[config.mk]
export PLATFORM = sky130hd
export DESIGN_NAME = adc_result_buffer_sequencer
export DESIGN_NICKNAME = d
export VERILOG_FILES = /design/src/adc_seq_pkg.sv /design/src/adc_result_formatter.sv /design/src/adc_result_buffer_sequencer.sv
export SDC_FILE = /design/constraint.sdc
export NUM_CORES = 1
export LEC_CHECK = 0
export ABC_AREA = 1
export BUFFER_PORTS_ARGS = -buffer_cell sky130_fd_sc_hd__buf_4
export CORE_ASPECT_RATIO = 1.4
export CORE_MARGIN = 2
export CORE_UTILIZATION = 41
export DETAILED_ROUTE_END_ITERATION = 10
export GPL_ROUTABILITY_DRIVEN = 0
export PLACE_DENSITY_LB_ADDON = 0.2
export SLEW_MARGIN = 5
export SYNTH_ARGS = -nofsm -noshare
export SYNTH_HDL_FRONTEND = slang
export SYNTH_SLANG_ARGS = --single-unit
export TNS_END_PERCENT = 100
[constraint.sdc]
create_clock -name i_sys_clk -period 2.55 [get_ports i_sys_clk]
set_input_delay 0.51 -clock i_sys_clk [delete_from_list [all_inputs] [get_ports i_sys_clk]]
set_output_delay 0.51 -clock i_sys_clk [all_outputs]
set_load 0.005 [all_outputs]
[src/adc_seq_pkg.sv]
// Package with register map, field positions and reset values of the result buffer sequencer
package adc_seq_pkg;
  // Register word indices on the plain register port
  localparam logic [5:0] BUF_BASE_ADDR = 6'h00;
  localparam logic [5:0] BUF_LAST_ADDR = 6'h0f;
  localparam logic [5:0] CONTROL_ONE_ADDR = 6'h10;
  localparam logic [5:0] CONTROL_TWO_ADDR = 6'h11;
  localparam logic [5:0] INPUT_SELECT_ADDR = 6'h12;
  localparam logic [5:0] SCAN_MASK_ADDR = 6'h13;

  // Widths
  localparam int RESULT_W = 12;
  localparam int WORD_W = 16;
  localparam int DEPTH = 16;

  // Control one fields
  localparam int ONE_CONVERTER_ON_BIT = 15;
  localparam int ONE_FORMAT_LSB = 8;
  localparam int ONE_AUTO_SAMPLE_BIT = 2;
  localparam int ONE_SAMPLING_BIT = 1;
  localparam int ONE_DONE_BIT = 0;

  // Control two fields
  localparam int TWO_SCAN_ENABLE_BIT = 10;
  localparam int TWO_FILL_HALF_BIT = 7;
  localparam int TWO_SPI_LSB = 2;
  localparam int TWO_SPLIT_MODE_BIT = 1;
  localparam int TWO_ALT_SELECT_BIT = 0;

  // Input select fields
  localparam int SEL_A_POS_LSB = 0;
  localparam int SEL_A_NEG_BIT = 7;
  localparam int SEL_B_POS_LSB = 8;
  localparam int SEL_B_NEG_BIT = 15;

  // Reset values
  localparam logic [15:0] CONTROL_ONE_RESET = 16'h0000;
  localparam logic [15:0] CONTROL_TWO_RESET = 16'h0000;
  localparam logic [15:0] INPUT_SELECT_RESET = 16'h0000;
  localparam logic [15:0] SCAN_MASK_RESET = 16'h0000;
  localparam logic [11:0] RESULT_RESET = 12'h000;

  // Output format encodings
  localparam logic [1:0] FORMAT_INTEGER = 2'h0;
  localparam logic [1:0] FORMAT_SIGNED_INTEGER = 2'h1;
  localparam logic [1:0] FORMAT_FRACTIONAL = 2'h2;
  localparam logic [1:0] FORMAT_SIGNED_FRACTIONAL = 2'h3;

  // Upper half starts here in split-buffer mode
  localparam logic [3:0] UPPER_HALF_BASE = 4'h8;
endpackage

[src/adc_result_formatter.sv]
// Formats a raw 12-bit result into one of four 16-bit bus words
`timescale 1ns/1ps
module adc_result_formatter (
  input wire logic [11:0] i_raw,
  input wire logic [1:0] i_output_format,
  output logic [15:0] o_word
);
  // Offset-binary to signed works by inverting the top bit and extending it
  always_comb begin
    case (i_output_format)
      adc_seq_pkg::FORMAT_INTEGER: begin
        o_word = {4'h0, i_raw};
      end
      adc_seq_pkg::FORMAT_SIGNED_INTEGER: begin
        o_word = {{5{~i_raw[11]}}, i_raw[10:0]};
      end
      adc_seq_pkg::FORMAT_FRACTIONAL: begin
        o_word = {i_raw, 4'h0};
      end
      adc_seq_pkg::FORMAT_SIGNED_FRACTIONAL: begin
        o_word = {~i_raw[11], i_raw[10:0], 4'h0};
      end
      default: begin
        o_word = 16'h0000;
      end
    endcase
  end
endmodule

[src/adc_result_buffer_sequencer.sv]
// Result buffer write sequencer with split-buffer, scan and register port
//
// The strobed register port and the register addresses are this design's own decisions.
`timescale 1ns/1ps
// Operation
// RULE1 - Completed results are kept in sixteen twelve-bit words.
// RULE2 - Sixteen result words appear at sixteen consecutive register addresses.
// RULE3 - Field bits 5:2 of control two sets conversions per interrupt, one to sixteen.
// RULE4 - After the configured count of results, pulse the conversion-complete interrupt.
// RULE5 - After each interrupt, writing restarts at the first word of the region.
// RULE6 - A zero count field writes every result to word zero only; in split-buffer mode the code alternates words 0 and 8.
// RULE7 - Successive results go to successive words, offset zero upward.
// RULE8 - Software keeps the count at eight or less in split-buffer mode.
// RULE9 - Split-buffer mode uses two eight-word halves, swapping after each interrupt.
// RULE10 - Newly enabled split mode starts filling the lower half.
// RULE11 - Without split mode the whole sixteen words output_format one region.
// RULE12 - Read-only bit 7 of control two shows the half being filled.
// RULE13 - Status zero means words 0-7 fill, one means words 8-15 fill.
// RULE14 - Without split mode, word zero is rewritten after one more conversion.
// RULE15 - Software uses split mode when it cannot unload within one conversion.
// RULE16 - Auto-sample bit starts sampling; a trigger ends it and starts conversion.
// RULE17 - With alternate select clear only multiplexer A selections are used.
// RULE18 - Negative select zero connects the negative reference to the amplifier.
// RULE19 - Scan enable steps the positive input through the scan mask.
// RULE20 - Scan runs ascending from input zero and restarts after each interrupt.
// RULE21 - Reads return a sixteen-bit word in one of four output formats.
// RULE22 - Turning the converter off aborts conversion without writing the buffer.
// RULE23 - Fill status toggles at the interrupt that swaps the half.
// RULE24 - Processor writes to buffer addresses leave stored results unchanged.
module adc_result_buffer_sequencer (
  input wire logic i_sys_clk,
  input wire logic i_reset,
  input wire logic [5:0] i_addr,
  input wire logic [15:0] i_wdata,
  input wire logic i_wr,
  input wire logic i_rd,
  output logic [15:0] o_rdata,
  input wire logic i_conv_trigger,
  input wire logic i_conv_done,
  input wire logic [11:0] i_conv_result,
  output logic o_sampling,
  output logic o_convert_start,
  output logic o_conv_abort,
  output logic [3:0] o_pos_select,
  output logic o_neg_select,
  output logic o_conv_complete_irq
);
  typedef enum {IDLE, SAMPLE, CONVERT} seq_state_e;

  seq_state_e state;
  seq_state_e next_state;
  logic converter_on;
  logic [1:0] output_format;
  logic auto_sample_enable;
  logic done;
  logic scan_enable;
  logic fill_half_status;
  logic [3:0] samples_per_irq;
  logic split_buffer_mode;
  logic split_prev;
  logic alternate_input_select;
  logic use_mux_b;
  logic [3:0] mux_a_positive_select;
  logic mux_a_negative_select;
  logic [3:0] mux_b_positive_select;
  logic mux_b_negative_select;
  logic [15:0] scan_select_mask;
  logic [3:0] scan_channel;
  logic [3:0] seq_count;
  logic [3:0] limit;
  logic [3:0] wr_addr;
  logic buf_we;
  logic seq_end;
  logic [15:0][11:0] result_memory;
  logic [15:0] formatted;
  logic wr_one;
  logic sw_sample_start;
  logic sw_sample_stop;
  logic is_buf_addr;

  assign wr_one = i_wr && (i_addr == adc_seq_pkg::CONTROL_ONE_ADDR);
  assign is_buf_addr = (i_addr <= adc_seq_pkg::BUF_LAST_ADDR);
  assign sw_sample_start = wr_one && i_wdata[adc_seq_pkg::ONE_SAMPLING_BIT];
  assign sw_sample_stop = wr_one && !i_wdata[adc_seq_pkg::ONE_SAMPLING_BIT];

  // Control one: software owned fields
  always_ff @(posedge i_sys_clk) begin
    if (i_reset) begin
      converter_on <= adc_seq_pkg::CONTROL_ONE_RESET[adc_seq_pkg::ONE_CONVERTER_ON_BIT];
      output_format <= adc_seq_pkg::CONTROL_ONE_RESET[adc_seq_pkg::ONE_FORMAT_LSB +: 2];
      auto_sample_enable <= adc_seq_pkg::CONTROL_ONE_RESET[adc_seq_pkg::ONE_AUTO_SAMPLE_BIT];
    end else if (wr_one) begin
      converter_on <= i_wdata[adc_seq_pkg::ONE_CONVERTER_ON_BIT];
      output_format <= i_wdata[adc_seq_pkg::ONE_FORMAT_LSB +: 2];
      auto_sample_enable <= i_wdata[adc_seq_pkg::ONE_AUTO_SAMPLE_BIT];
    end
  end

  // Done flag: a completion in the same cycle as a software clear wins
  always_ff @(posedge i_sys_clk) begin
    if (i_reset) begin
      done <= adc_seq_pkg::CONTROL_ONE_RESET[adc_seq_pkg::ONE_DONE_BIT];
    end else if (buf_we) begin
      done <= 1'b1;
    end else if (wr_one && !i_wdata[adc_seq_pkg::ONE_DONE_BIT]) begin
      done <= 1'b0;
    end
  end

  // Control two, input select and scan mask; fill status bit is not writable
  always_ff @(posedge i_sys_clk) begin
    if (i_reset) begin
      scan_enable <= adc_seq_pkg::CONTROL_TWO_RESET[adc_seq_pkg::TWO_SCAN_ENABLE_BIT];
      samples_per_irq <= adc_seq_pkg::CONTROL_TWO_RESET[adc_seq_pkg::TWO_SPI_LSB +: 4];
      split_buffer_mode <= adc_seq_pkg::CONTROL_TWO_RESET[adc_seq_pkg::TWO_SPLIT_MODE_BIT];
      alternate_input_select <= adc_seq_pkg::CONTROL_TWO_RESET[adc_seq_pkg::TWO_ALT_SELECT_BIT];
      mux_a_positive_select <= adc_seq_pkg::INPUT_SELECT_RESET[adc_seq_pkg::SEL_A_POS_LSB +: 4];
      mux_a_negative_select <= adc_seq_pkg::INPUT_SELECT_RESET[adc_seq_pkg::SEL_A_NEG_BIT];
      mux_b_positive_select <= adc_seq_pkg::INPUT_SELECT_RESET[adc_seq_pkg::SEL_B_POS_LSB +: 4];
      mux_b_negative_select <= adc_seq_pkg::INPUT_SELECT_RESET[adc_seq_pkg::SEL_B_NEG_BIT];
      scan_select_mask <= adc_seq_pkg::SCAN_MASK_RESET;
    end else if (i_wr) begin
      if (i_addr == adc_seq_pkg::CONTROL_TWO_ADDR) begin
        scan_enable <= i_wdata[adc_seq_pkg::TWO_SCAN_ENABLE_BIT];
        samples_per_irq <= i_wdata[adc_seq_pkg::TWO_SPI_LSB +: 4]; // RULE3
        split_buffer_mode <= i_wdata[adc_seq_pkg::TWO_SPLIT_MODE_BIT];
        alternate_input_select <= i_wdata[adc_seq_pkg::TWO_ALT_SELECT_BIT];
      end
      if (i_addr == adc_seq_pkg::INPUT_SELECT_ADDR) begin
        mux_a_positive_select <= i_wdata[adc_seq_pkg::SEL_A_POS_LSB +: 4];
        mux_a_negative_select <= i_wdata[adc_seq_pkg::SEL_A_NEG_BIT];
        mux_b_positive_select <= i_wdata[adc_seq_pkg::SEL_B_POS_LSB +: 4];
        mux_b_negative_select <= i_wdata[adc_seq_pkg::SEL_B_NEG_BIT];
      end
      if (i_addr == adc_seq_pkg::SCAN_MASK_ADDR) begin
        scan_select_mask <= i_wdata;
      end
    end
  end

  // Sequencer: sample until trigger, convert until done, abort when switched off
  always_comb begin
    next_state = state;
    case (state)
      IDLE: begin
        if (converter_on && (auto_sample_enable || sw_sample_start)) begin
          next_state = SAMPLE; // RULE16
        end
      end
      SAMPLE: begin
        if (!converter_on) begin
          next_state = IDLE;
        end else if (i_conv_trigger || (sw_sample_stop && !auto_sample_enable)) begin
          next_state = CONVERT; // RULE16
        end
      end
      CONVERT: begin
        if (!converter_on) begin
          next_state = IDLE; // RULE22
        end else if (i_conv_done) begin
          next_state = auto_sample_enable ? SAMPLE : IDLE;
        end
      end
      default: begin
        next_state = IDLE;
      end
    endcase
  end

  always_ff @(posedge i_sys_clk) begin
    if (i_reset) begin
      state <= IDLE;
    end else begin
      state <= next_state;
    end
  end

  // Converter handshake toward the analog side
  assign o_sampling = (state == SAMPLE);
  assign o_convert_start = (state == SAMPLE) && (next_state == CONVERT);
  assign o_conv_abort = (state == CONVERT) && !converter_on; // RULE22

  // A result is accepted only while a conversion is live, so an abort never writes
  assign buf_we = (state == CONVERT) && converter_on && i_conv_done; // RULE22

  // Region size: count field plus one; in split mode only the low three bits of the field count
  assign limit = split_buffer_mode ? {1'b0, samples_per_irq[2:0]} : samples_per_irq; // RULE8 RULE11
  assign seq_end = buf_we && (seq_count == limit); // RULE4
  assign wr_addr = split_buffer_mode ? {fill_half_status, seq_count[2:0]} : seq_count; // RULE9 RULE13
  assign o_conv_complete_irq = seq_end;

  // Write pointer: ascending within a sequence, back to zero at each interrupt
  always_ff @(posedge i_sys_clk) begin
    if (i_reset) begin
      seq_count <= 4'h0;
    end else if (seq_end) begin
      seq_count <= 4'h0; // RULE5 RULE6 RULE14
    end else if (buf_we) begin
      seq_count <= seq_count + 4'h1; // RULE7
    end
  end

  // Half select: lower half on entry to split mode, swaps at each interrupt
  always_ff @(posedge i_sys_clk) begin
    if (i_reset) begin
      split_prev <= 1'b0;
      fill_half_status <= 1'b0;
    end else begin
      split_prev <= split_buffer_mode;
      if (!split_buffer_mode || !split_prev) begin
        fill_half_status <= 1'b0; // RULE10
      end else if (seq_end) begin
        fill_half_status <= ~fill_half_status; // RULE9 RULE23
      end
    end
  end

  // Lowest enabled scan input at or above a start point, else the lowest enabled one; an empty mask gives input zero
  function automatic logic [3:0] next_enabled(input logic [15:0] mask, input logic [4:0] start);
    logic [3:0] pick;
    logic found;
    pick = 4'h0;
    found = 1'b0;
    for (int k = 0; k < 16; k++) begin
      if (!found && mask[k] && (5'(k) >= start)) begin
        pick = 4'(k);
        found = 1'b1;
      end
    end
    if (!found) begin
      for (int k = 15; k >= 0; k--) begin
        if (mask[k]) begin
          pick = 4'(k);
        end
      end
    end
    return pick;
  endfunction

  // Scan position and mux B alternation both restart with each sequence
  always_ff @(posedge i_sys_clk) begin
    if (i_reset) begin
      scan_channel <= 4'h0;
      use_mux_b <= 1'b0;
    end else if (seq_end || !scan_enable && !alternate_input_select) begin
      scan_channel <= next_enabled(scan_select_mask, 5'h00); // RULE20
      use_mux_b <= 1'b0;
    end else if (buf_we) begin
      scan_channel <= next_enabled(scan_select_mask, {1'b0, scan_channel} + 5'h01); // RULE20
      use_mux_b <= alternate_input_select && !use_mux_b;
    end else if (state == IDLE && seq_count == 4'h0) begin
      scan_channel <= next_enabled(scan_select_mask, 5'h00);
    end
  end

  // Input selection: scan overrides the fixed positive choice of mux A only
  always_comb begin
    if (use_mux_b && alternate_input_select) begin
      o_pos_select = mux_b_positive_select;
      o_neg_select = mux_b_negative_select;
    end else begin
      o_pos_select = scan_enable ? scan_channel : mux_a_positive_select; // RULE17 RULE19
      o_neg_select = mux_a_negative_select; // RULE18
    end
  end

  // Result memory, one flip-flop word per entry, written only by the converter
  generate
    for (genvar g = 0; g < adc_seq_pkg::DEPTH; g++) begin : g_word
      always_ff @(posedge i_sys_clk) begin
        if (i_reset) begin
          result_memory[g] <= adc_seq_pkg::RESULT_RESET;
        end else if (buf_we && wr_addr == 4'(g)) begin
          result_memory[g] <= i_conv_result; // RULE1 RULE24
        end
      end
    end
  endgenerate

  adc_result_formatter u_formatter (
    .i_raw(result_memory[i_addr[3:0]]),
    .i_output_format(output_format),
    .o_word(formatted)
  );

  // Read data stand only in the cycle after the read strobe; unmapped reads give zero
  always_ff @(posedge i_sys_clk) begin
    if (i_reset) begin
      o_rdata <= 16'h0000;
    end else if (!i_rd) begin
      o_rdata <= 16'h0000;
    end else if (is_buf_addr) begin
      o_rdata <= formatted; // RULE2 RULE21
    end else begin
      case (i_addr)
        adc_seq_pkg::CONTROL_ONE_ADDR: begin
          o_rdata <= {converter_on, 5'h00, output_format, 5'h00, auto_sample_enable,
                      (state == SAMPLE), done};
        end
        adc_seq_pkg::CONTROL_TWO_ADDR: begin
          o_rdata <= {5'h00, scan_enable, 2'h0, fill_half_status, 1'b0, samples_per_irq,
                      split_buffer_mode, alternate_input_select}; // RULE12
        end
        adc_seq_pkg::INPUT_SELECT_ADDR: begin
          o_rdata <= {mux_b_negative_select, 3'h0, mux_b_positive_select,
                      mux_a_negative_select, 3'h0, mux_a_positive_select};
        end
        adc_seq_pkg::SCAN_MASK_ADDR: begin
          o_rdata <= scan_select_mask;
        end
        default: begin
          o_rdata <= 16'h0000;
        end
      endcase
    end
  end

  // Last written word; a control two write ends the check, since the count may change under it
  logic [3:0] last_wr_addr;
  logic mid_seq;
  always_ff @(posedge i_sys_clk) begin
    if (i_reset) begin
      last_wr_addr <= 4'h0;
      mid_seq <= 1'b0;
    end else if (i_wr && i_addr == adc_seq_pkg::CONTROL_TWO_ADDR) begin
      mid_seq <= 1'b0;
    end else if (buf_we) begin
      last_wr_addr <= wr_addr;
      mid_seq <= !seq_end;
    end
  end

  // Checks on the write sequencing and register view
  a_irq_at_count: assert property (@(posedge i_sys_clk) disable iff (i_reset) // RULE4
    o_conv_complete_irq |-> buf_we && seq_count == limit) else $error("interrupt not at configured count");
  a_ptr_restart_zero: assert property (@(posedge i_sys_clk) disable iff (i_reset) // RULE5
    o_conv_complete_irq |=> seq_count == 4'h0) else $error("pointer did not restart");
  a_zero_count_word0: assert property (@(posedge i_sys_clk) disable iff (i_reset) // RULE6
    buf_we && samples_per_irq == 4'h0 && !split_buffer_mode |-> wr_addr == 4'h0)
    else $error("zero count wrote beyond word zero");
  a_ascending_write: assert property (@(posedge i_sys_clk) disable iff (i_reset) // RULE7
    buf_we && mid_seq && !split_buffer_mode |-> wr_addr == last_wr_addr + 4'h1)
    else $error("write address did not advance");
  a_split_half_addr: assert property (@(posedge i_sys_clk) disable iff (i_reset) // RULE13
    buf_we && split_buffer_mode |-> wr_addr[3] == fill_half_status) else $error("write outside fill half");
  a_split_lower_first: assert property (@(posedge i_sys_clk) disable iff (i_reset) // RULE10
    $rose(split_buffer_mode) |=> !fill_half_status) else $error("split mode did not start low");
  a_fill_toggle: assert property (@(posedge i_sys_clk) disable iff (i_reset) // RULE23
    o_conv_complete_irq && split_buffer_mode && split_prev && $past(split_buffer_mode)
    |=> fill_half_status != $past(fill_half_status)) else $error("fill status did not toggle");
  a_abort_no_write: assert property (@(posedge i_sys_clk) disable iff (i_reset) // RULE22
    !converter_on |=> $stable(result_memory)) else $error("buffer written while converter off");
  a_mux_a_only: assert property (@(posedge i_sys_clk) disable iff (i_reset) // RULE17
    !alternate_input_select && !scan_enable && $past(!alternate_input_select)
    |-> o_pos_select == mux_a_positive_select && o_neg_select == mux_a_negative_select)
    else $error("mux B used with alternate select clear");
  a_trigger_converts: assert property (@(posedge i_sys_clk) disable iff (i_reset) // RULE16
    state == SAMPLE && converter_on && i_conv_trigger |-> o_convert_start ##1 state == CONVERT)
    else $error("trigger did not start conversion");
  a_read_only_buf: assert property (@(posedge i_sys_clk) disable iff (i_reset) // RULE24
    i_wr && is_buf_addr && !buf_we |=> $stable(result_memory)) else $error("processor write changed buffer");

  c_split_irq: cover property (@(posedge i_sys_clk) disable iff (i_reset)
    o_conv_complete_irq && split_buffer_mode && fill_half_status);
  c_scan_write: cover property (@(posedge i_sys_clk) disable iff (i_reset)
    buf_we && scan_enable && scan_channel != 4'h0);
  c_abort: cover property (@(posedge i_sys_clk) disable iff (i_reset) o_conv_abort);
  c_full_sixteen: cover property (@(posedge i_sys_clk) disable iff (i_reset)
    o_conv_complete_irq && wr_addr == 4'hf);
endmodule

==> flow_summary.toml, run 1 <==
[run_status]
run_status = "finished with violations"
violations = "setup timing"

[critical_path]
r2r_end = "result_memory[101]"
cp-end-kind = "output port"
ff2ff_path_depth = 19
critical_path.slowest_cell = "dfxtp_2"
crit_path_start_kind = "flop"
max_stage_delay_ps = 320
cpLargestDelayFamily = "simple AND/OR/NAND/NOR gates"
r2r-start = "state[12]"
critPathKind = "reg -> out"
crit_fanout = 2
cp.required_ps = 2040
timing.critical_path.buf_inv = 3
cp_cell_sequence = "nor2_1, nand2_1, nor3_1, nor3b_2, nand3_2, buf_4, buf_6, nor4_4, nand2_1, nor2_2, buf_4"
rrSetupSlack_ps = -90
cp-startpoint = "state[12]"
arrival_ps = 2460

[logic_synthesis]
ys_warn_count = 0
netlist_instances = 1532
synthMuxAreaShare_pct = 0
ys_seq_area_share_pct = 47.51
synth-compound-area-share_pct = 29.13
yosysUniqueCellTypes = 53
yosys-top-cells-area = "dfxtp_1 48%, a21oi_1 10%, o21ai_0 9.8%, a22oi_1 5.2%, nand2_1 4.9%"
synthFlopType = "dfxtp_1"
synth.top_cell.area_share_pct = 47.51
ys_seq_elements = 289
yosysMostFrequentCell = "dfxtp_1"
async_flop_share_pct = 0
synth_top_area_cell = "dfxtp_1"
synth_edf_count = 0
synth-xor-area-share_pct = 0.2877
synth_top_family_by_area = "compound AO/OA/AOI/OAI gates"
synthTopCellsByCount = "289 x dfxtp_1, 250 x a21oi_1, 239 x o21ai_0"
synthAdderAreaFrac_pct = 0.7193
avgSynthCellArea_sq_um = 7.948
synth_simple_gate_area_share_pct = 14.87
netlist_area_sq_um = 12180

[routing]
drt-total-wl_mm = 39.36
avgRoutedWirePerCell_microns = 19.03
ant_nets = 0
drcViolationCount = 0
first_iter_violations = 798
vias = 11532
viasPerCell = 5.576
drt_first_pass_iters = 6

[flow_run]
drv_cap = 0

[clock_tree]
cts_tree = "yes"
cts_made_buffers = 29
cts_root_buf = "clkbuf_16"
h-tree-depth = 1
ctsLongestPathBuffers = 3
clk-insertion-delay-late_ps = 570
clock_sinks = 289
clk_pin_slew_ps = 60

[die]
start_util_pct = 41.75
dieArea_sq_um = 31110
rows = 74
io_pins = 65
die-width_microns = 149.7
fp.dieH_microns = 207.9
core_sq_um = 29170

[hold_path]
holdPathEnd = "scan_select_mask[14]"
hold_path_class = "in -> reg"
whs_path_depth = 3
hold_start = "i_wdata[14]"

[sta]
fin_crit_sh_pct = 116.6
fin_setup_tns_ps = -2644
rsz0062_at_grt = "yes"
slew_violations = 0
worstMarginPinSlew_ps = 682.4
relSlewSlack_pct = 54.45
clock.fmax_ghz = 0.3364
setup_viol = 44
finClkSkew_ps = 20.15
finalWorstSetupSlack_ps = -422.4
finalHoldViolCount = 0
finalCriticalPeriod_ps = 2972

[power]
vdd_drop_max_mv = 0.4645
p_leak_uw = 0.006116
power_density_nw_per_um2 = 606.8

[cells_and_area]
antenna_cells = 0
fillers = 2767
fin_cells = 2068
multi_input_area_sq_um = 5821
seqCellArea_sq_um = 5797
fin_nets = 1712
final_layout_size_suffix_gt1_share_pct = 17.65
area_growth_pct = 24.77

[global_routing]
grt-ovfl-total = 0
grt_max_degree = 92
first_global_vias = 10752
antenna_found_initial = 0
grt_usage_pct = 23.46
grt_pass1_wl_mm = 58.19

[place]
port_buffers = 64
dpl.hpwl_mm = 25.72
dpl.cell_count = 1984
[report_power, final]
part | internal (uW) | leakage (uW) | switching (uW)
Sequential | 4550 | 0.00234 | 18.2
Clock | 2340 | 0.000462 | 1810
Combinational | 157 | 0.00331 | 343
[layout make-up]
cell class                 count  share of cell area, %
multi-input combinational   1053                  38.31
sequential                   289                  38.15
timing repair buffer         172                  11.34
clock buffer                  40                  5.378
tap                          380                  3.129
inverter                     120                  2.998
clock inverter                14                 0.6918
[kinds of logic (layout without fill, tap and decap cells)]
logic type                 after synthesis  in the layout
buffers and inverters                  219            346
DFF                                    289            289
adders and majority gates                7              7
other                                    1             30
xor gates and xnor gates                 4              4
and+or+nand+nor                        373            373
AOI/OAI and AO/OA                      639            639
[sequential cells by signal (all words and copies together), names as in the netlist, 2 cells and up]
signal                 flops
mux_a_positive_select      4
output_format              2
state                     32
mux_b_positive_select      4
result_memory            192
seq_count                  4
samples_per_irq            4
scan_select_mask          16
o_rdata                   16
scan_channel               4
[worst max path at each step]
stage / slack [ps] / endpoint / cells past startpoint
finish: -420 / o_convert_start / 11
global route: -560 / o_conv_complete_irq / 13
CTS: -330 / o_conv_complete_irq / 13
detailed placement: -50 / scan_channel[3] / 18
global placement: -40 / o_rdata[2] / 12
floorplan: 240 / scan_channel[3] / 18
[worst register-to-register path, stage by stage (launching register included)]
cell       delay (ps)
dfxtp_2           320
nor2_1            100
nand2_1            60
nor3_1            100
nor3b_2           260
nand3_2           150
nor3_4            170
nand2_2           100
nor2_4            120
inv_2              70
nor2_8             80
buf_4             120
buf_8             130
buf_6             120
nand2_8            70
nor2_4            110
buf_12            140
clkbuf_16         160
o21ai_0            80
a21oi_1           130
[cell usage in the layout, fill, tap and decap left out, types with 6 or more instances in the layout]
| master | count |
|---|---|
| clkinv_2 | 10 |
| nand3_1 | 45 |
| inv_1 | 109 |
| o21ai_1 | 69 |
| o22ai_1 | 8 |
| clkbuf_16 | 35 |
| a21oi_1 | 247 |
| o211ai_1 | 13 |
| a22oi_1 | 84 |
| a31oi_1 | 6 |
| nor2_4 | 24 |
| o21ai_0 | 178 |
| nor2_1 | 79 |
| buf_12 | 24 |
| nand4_1 | 22 |
| clkbuf_1 | 6 |
| buf_4 | 136 |
| o21ai_2 | 8 |
| conb_1 | 30 |
| nand2_1 | 155 |
| nor3_1 | 12 |
| dfxtp_1 | 284 |
| a221oi_1 | 8 |
[metrics by stage]
step	power (uW)	setup WS (ps)	hold slack, ps	instance area, sq um	utilization, %
detailed placement	5138	-47.01	427.7	13650	46.80
floorplan	4909	241.2	407.5	12290	-
global route	9500	-561.6	199.1	15190	52.09
finish	9220	-422.4	180.1	15190	52.09
global placement	5138	-35.63	429.3	13650	46.80
CTS	9261	-325.9	162.6	14680	50.33
[layer usage]
metal / up-vias / GRT usage (%) / routed length [microns]
met5: - / 0 / 0
met4: 0 / 10.96 / 1889
met3: 102 / 3.114 / 2128
met2: 386 / 41.24 / 20110
met1: 5446 / 28.05 / 15230
li1: 5598 / - / -
[timing repair]
action,CTS,global route
gates resized for setup,12,107
gates cloned,0,8
endpoints found under the hold margin,0,0
pin swaps,3,14
hold buffers,0,0
buffers inserted,6,17
endpoints found under the setup margin,7,185
Power figures use the tool's default switching activity.
==> run 2: changes to the inputs <==
SYNTH_HIERARCHICAL = 1   (was default)
==> run 2 against run 1 <==
Against the previous run:
- the run still ends with setup timing left
- clock power grew 2%
- sequential share of layout area increased by 0.51 points
- first-iteration DRC count increased by 3.4%
- cell count is essentially flat
- setup slack better by 240 ps
- count of clock-buffer cells in the layout unchanged
- sequential cell count is the same
==> flow_summary.toml, run 2 <==
[routing]
vias = 11432
drcViolationCount = 0
first_iter_violations = 825
drt-total-wl_mm = 38.59
drt_first_pass_iters = 5
avgRoutedWirePerCell_microns = 18.67
viasPerCell = 5.531
ant_nets = 0

[sta]
holdWs_ps = 214.2
fin_crit_sh_pct = 107.1
finalCriticalPeriod_ps = 2731
setup_viol = 3
slew_violations = 0
finClkSkew_ps = 10.78
finalWorstSetupSlack_ps = -180.9
worstMarginPinSlew_ps = 730.5
relSlewSlack_pct = 51.25
clock.fmax_ghz = 0.3662
finalHoldViolCount = 0
rsz0062_at_grt = "yes"

[hold_path]
hold_path_class = "in -> reg"
hold_start = "i_wdata[8]"

[clock_tree]
clock_sinks = 289
clk_pin_slew_ps = 70
h-tree-depth = 1
ctsLongestPathBuffers = 3
cts_root_buf = "clkbuf_16"
cts_tree = "yes"
cts_made_buffers = 28
hold_buffers = 0
clk-insertion-delay-late_ps = 550

[power]
vdd_drop_max_mv = 0.4083
switchingPower_uw = 2112
power_density_nw_per_um2 = 621.6
intPower_uw = 7209
power_frac_comb_pct = 5.6
sequentialPowerShare_pct = 49.0
clkPwrFrac_pct = 45.3
switching_share_pct = 22.66
p_leak_uw = 0.005978
power_uw = 9320

[cells_and_area]
regMostFlops = "result_memory"
final_cell_mix = "284 x dfxtp_1, 220 x o21ai_0, 214 x a21oi_1"
utilization_pct = 50.24
final_layout_size_suffix_gt1_share_pct = 15.64
layout_commonest_cell = "dfxtp_1"
antenna_cells = 0
largest_registers = "result_memory (192), state (32)"
largest_register_ff_count = 192
area_growth_pct = 21.22
fin_nets = 1711

[logic_synthesis]
ys_seq_elements = 289
async_flop_share_pct = 0
yosysMostFrequentCell = "dfxtp_1"
avgSynthCellArea_sq_um = 7.873
netlist_area_sq_um = 12370
netlist_instances = 1571
synthTopCellsByCount = "289 x dfxtp_1, 220 x o21ai_0, 215 x a21oi_1"
synth_top_area_cell = "dfxtp_1"
ys_seq_area_share_pct = 46.78
ys_warn_count = 6
yosys-top-cells-area = "dfxtp_1 47%, o21ai_0 8.9%, a21oi_1 8.7%, nand2_1 5.7%, a22oi_1 5.0%"
synthFlopType = "dfxtp_1"
synth_edf_count = 0
yosysUniqueCellTypes = 51
synth.top_cell.area_share_pct = 46.78

[critical_path]
cp.required_ps = 2040
cpLargestDelayFamily = "simple AND/OR/NAND/NOR gates"
critical_path.slowest_cell = "dfxtp_2"
cp-startpoint = "state[28]"
critPathKind = "reg -> out"
cp_cell_sequence = "nor4_4, nand4_1, nor2_2, nand4_1, nor2_2, inv_2, nor2_8, inv_4, nor3_4, buf_4"
r2r-start = "scan_channel[1]"
timing.critical_path.buf_inv = 3
crit_path_start_kind = "flop"
max_stage_delay_ps = 320
cp-end-kind = "output port"
crit_fanout = 5
arrival_ps = 2220

[die]
fp.dieH_microns = 209.5
rows = 75
io_pins = 65
die-width_microns = 150.8
core_sq_um = 29840
dieArea_sq_um = 31590
start_util_pct = 41.45

[global_routing]
grt_pass1_wl_mm = 59.39
grt_max_degree = 69
antenna_found_initial = 0
grt-ovfl-total = 0
grt_usage_pct = 24.05
first_global_vias = 10809

[run_status]
run_status = "finished with violations"
violations = "setup timing"

[place]
port_buffers = 64
dpl.hpwl_mm = 26.28

[flow_run]
drv_cap = 0
run 2: cell count changes after synthesis, moves of 4 or more:
| cell | change |
|---|---|
| nand3_1 | +11 |
| nor2_4 | +4 |
| nor2_1 | +30 |
| a21oi_1 | -35 |
| nand2_4 | -5 |
| nand4_1 | -4 |
| nand2_2 | +5 |
| a211oi_1 | +24 |
| o21ai_0 | -19 |
| clkbuf_1 | +7 |
| nand2_1 | +30 |
run 2: layout make-up:
| cell class | instances | area [sq um] |
|---|---|---|
| clock buffers | 40 | 807.0 |
| flip-flops and latches | 289 | 5797 |
| inverters | 118 | 452.9 |
| fillers | 2875 | 14850 |
| clock inverters | 8 | 122.6 |
| repair buffers | 140 | 1355 |
| well taps | 385 | 481.7 |
| multi-input cells | 1087 | 5977 |
run 2: logic make-up after synthesis:
| group | share of synthesized area [%] |
|---|---|
| other cells | 0.03032 |
| xor+xnor | 0.4149 |
| simple gates | 16.65 |
| fa+ha+maj | 0.7081 |
| flops | 46.78 |
| buf+inv | 7.678 |
| compound gates | 27.74 |
run 2: routing by layer:
| metal | wire length (microns) | track usage [%] | up-vias | part of all wire, % |
|---|---|---|---|---|
| met4 | 1889 | 11.70 | 0 | 4.9 |
| met5 | 0 | 0 | - | 0 |
| met3 | 1982 | 2.522 | 87 | 5.1 |
| met2 | 19190 | 41.30 | 377 | 50 |
| li1 | - | - | 5626 | - |
| met1 | 15520 | 29.83 | 5342 | 40 |
run 2: worst reg2reg max path: stages, from the launching register on:
cell	delay (ps)
dfxtp_4	370
buf_4	150
nand3_1	100
nand2_1	120
nand3_4	140
nor2_1	90
o21ai_4	90
nand4_4	140
nor2_4	180
nand4_4	120
nor2_4	170
nand4_4	100
nor2_4	170
nand3_2	100
o21ai_1	130
inv_1	50
nand2_1	70
a21oi_2	50
run 2: final timing paths:
| check | end | slack [ps] | cells past startpoint |
|---|---|---|---|
| max | o_conv_complete_irq | -180 | 10 |
| min | output_format[0] | 210 | 3 |
| max reg2reg | scan_channel[3] | 90 | 17 |
| min reg2reg | fill_half_status | 430 | 2 |
run 2: through the flow:
step | instances | setup slack [ps] | setup TNS (ps) | cell area, sq um
2_1_floorplan | 1600 | 178.7 | 0 | 12480
3_3_place_gp | 2005 | 60.87 | 0 | 13720
3_5_place_dp | 2005 | 18.76 | 0 | 13720
4_1_cts | 2056 | -241.4 | -525.6 | 14730
5_1_grt | 2067 | -337.3 | -1028 | 14990
6_report | 2067 | -180.9 | -463.5 | 14990
run 2: timing repair:
action                                  CTS  global route
setup buffers                             3            11
pin swaps                                 2            14
endpoints found under the setup margin    3            23
endpoints found under the hold margin     0             0
resized for setup                        12            40
run 2: power by group through the flow:
stage | sequential (uW) | combinational, uW | clock (uW)
3_5_place_dp | 4660 | 495 | 0
6_report | 4570 | 524 | 4230
2_1_floorplan | 4660 | 264 | 0
3_3_place_gp | 4660 | 494 | 0
4_1_cts | 4570 | 498 | 4320
5_1_grt | 4570 | 562 | 4490
==> run 3: changes to the inputs <==
CORE_UTILIZATION = 50   (was 41)
SLEW_MARGIN = default   (was 5)
==> run 3 against run 2 <==
Against the previous run:
- the flow still finishes with violations (setup timing)
- wire length decreased by 2.5%
- cell count decreased by 3.6%
- utilization increased by 10 points
- fmax decreased by 0.82%
- sequential power about the same
- sequential cell count unchanged
- count of clock-buffer cells in the layout decreased by 3
- clock power decreased by 2%
- die area decreased by 18%
- first-iteration DRC count increased by 18%
- critical path depth unchanged
- clock skew increased by 10 ps
- critical path type unchanged
- largest cell class unchanged
==> flow_summary.toml, run 3 (synthesis results as in run 2) <==
[run_status]
run_status = "finished with violations"
violations = "setup timing"

[global_routing]
grt_usage_pct = 28.41
antenna_found_initial = 0
grt_pass1_wl_mm = 58.70
grt-ovfl-total = 0
grt_max_degree = 97
first_global_vias = 10977

[clock_tree]
ctsLongestPathBuffers = 3
clock_sinks = 289
clk-insertion-delay-late_ps = 550
clk_pin_slew_ps = 60
cts_made_buffers = 28
h-tree-depth = 1
cts_root_buf = "clkbuf_16"
cts_tree = "yes"

[power]
power_density_nw_per_um2 = 622.8
vdd_drop_max_mv = 0.6119
power_frac_comb_pct = 5.4
switchingPower_uw = 2162
switching_share_pct = 23.46
p_leak_uw = 0.005919
sequentialPowerShare_pct = 49.6
clkPwrFrac_pct = 45.0
intPower_uw = 7056

[cells_and_area]
final_cell_mix = "283 x dfxtp_1, 220 x o21ai_0, 215 x a21oi_1"
antenna_cells = 0
area_growth_pct = 19.67
fin_nets = 1703
largest_register_ff_count = 192
final_layout_size_suffix_gt1_share_pct = 15.68
regMostFlops = "result_memory"
largest_registers = "result_memory (192), state (32)"
layout_commonest_cell = "dfxtp_1"
fin_cells = 1992
fillers = 2223

[routing]
wirelength_met1_mm = 14.59
top_layer_used = "met4"
drt_first_pass_iters = 8
met2WireLength_mm = 18.18
vias = 11714
viasPerCell = 5.881
wl_met3_mm = 2.514
avgRoutedWirePerCell_microns = 18.89
drcViolationCount = 0
first_iter_violations = 971
ant_nets = 0
drt-total-wl_mm = 37.63

[sta]
finalWorstSetupSlack_ps = -203.4
fin_crit_sh_pct = 108.0
fin_setup_tns_ps = -296.3
finClkSkew_ps = 21.25
rsz0062_at_grt = "yes"
setup_viol = 4
worstMarginPinSlew_ps = 682.2
slew_violations = 0
finalCriticalPeriod_ps = 2753
clock.fmax_ghz = 0.3632
finalHoldViolCount = 0
relSlewSlack_pct = 54.04

[die]
die-width_microns = 136.9
start_util_pct = 50.47
fp.dieH_microns = 190.1
dieArea_sq_um = 26030
io_pins = 65
core_sq_um = 24500
rows = 68

[flow_run]
drv_cap = 0

[critical_path]
ff2ff_path_depth = 16
rrSetupSlack_ps = -10
crit_path_start_kind = "flop"
cp.required_ps = 2040
arrival_ps = 2240
critPathKind = "reg -> out"
crit_fanout = 5
cp-end-kind = "output port"

[place]
port_buffers = 64
dpl.hpwl_mm = 24.79
dpl.cell_count = 1923

[hold_path]
whs_path_depth = 3
hold_path_class = "in -> reg"
==> run 3: metal layers <==
metal	GRT usage [%]	vias up
met3	3.251	144
met2	47.91	528
met4	15.98	0
met5	0	-
li1	-	5599
met1	34.83	5443
==> run 3: metrics by stage <==
stage / setup WS, ps / utilization, % / cell area [sq um] / power (uW) / hold slack [ps]
CTS: -233.9 / 59.52 / 14580 / 9234 / 218.1
finish: -203.4 / 60.40 / 14800 / 9218 / 230.6
global placement: 109.9 / 55.10 / 13500 / 5135 / 412.4
global route: -440.0 / 60.40 / 14800 / 9476 / 241.6
detailed placement: -4.422 / 55.10 / 13500 / 5135 / 430.5
floorplan: 178.7 / - / 12480 / 4922 / 407.7
==> run 3: area by class of cell <==
type / count / area (sq um) / area share, %
clock buffers: 37 / 815.8 / 5.512
clock inverters: 14 / 112.6 / 0.7608
inverters: 118 / 447.9 / 3.026
multi-input cells: 1087 / 5971 / 40.34
flip-flops and latches: 289 / 5798 / 39.18
well taps: 315 / 394.1 / 2.663
repair buffers: 132 / 1261 / 8.521
==> run 3: path summary, 6_finish.rpt <==
path,start,endpoint
min reg2reg,split_prev,fill_half_status
min,i_wdata[4],samples_per_irq[2]
max reg2reg,state[15],state[0]
max,state[20],o_conv_complete_irq
==> run 3: power groups by stage <==
stage / Clock [uW] / Combinational (uW) / Sequential [uW]
finish: 4140 / 501 / 4570
global route: 4370 / 537 / 4570
CTS: 4190 / 473 / 4570
detailed placement: 0 / 470 / 4670
global placement: 0 / 471 / 4660
floorplan: 0 / 264 / 4660
==> run 3: timing repair <==
item,4_1_cts,5_1_grt
endpoints found under the setup margin,3,22
hold buffers,0,0
resized for setup,14,37
buffers inserted,12,8
pin swaps,5,18
==> run 3: critical path, stage by stage, from the launching register on <==
cell	delay (ps)
dfxtp_2	330
nor4_4	260
nand4_1	180
nor2_2	150
nand4_1	130
nor2_2	130
inv_2	70
nor2_8	130
inv_4	70
nor3_4	130
buf_4	140
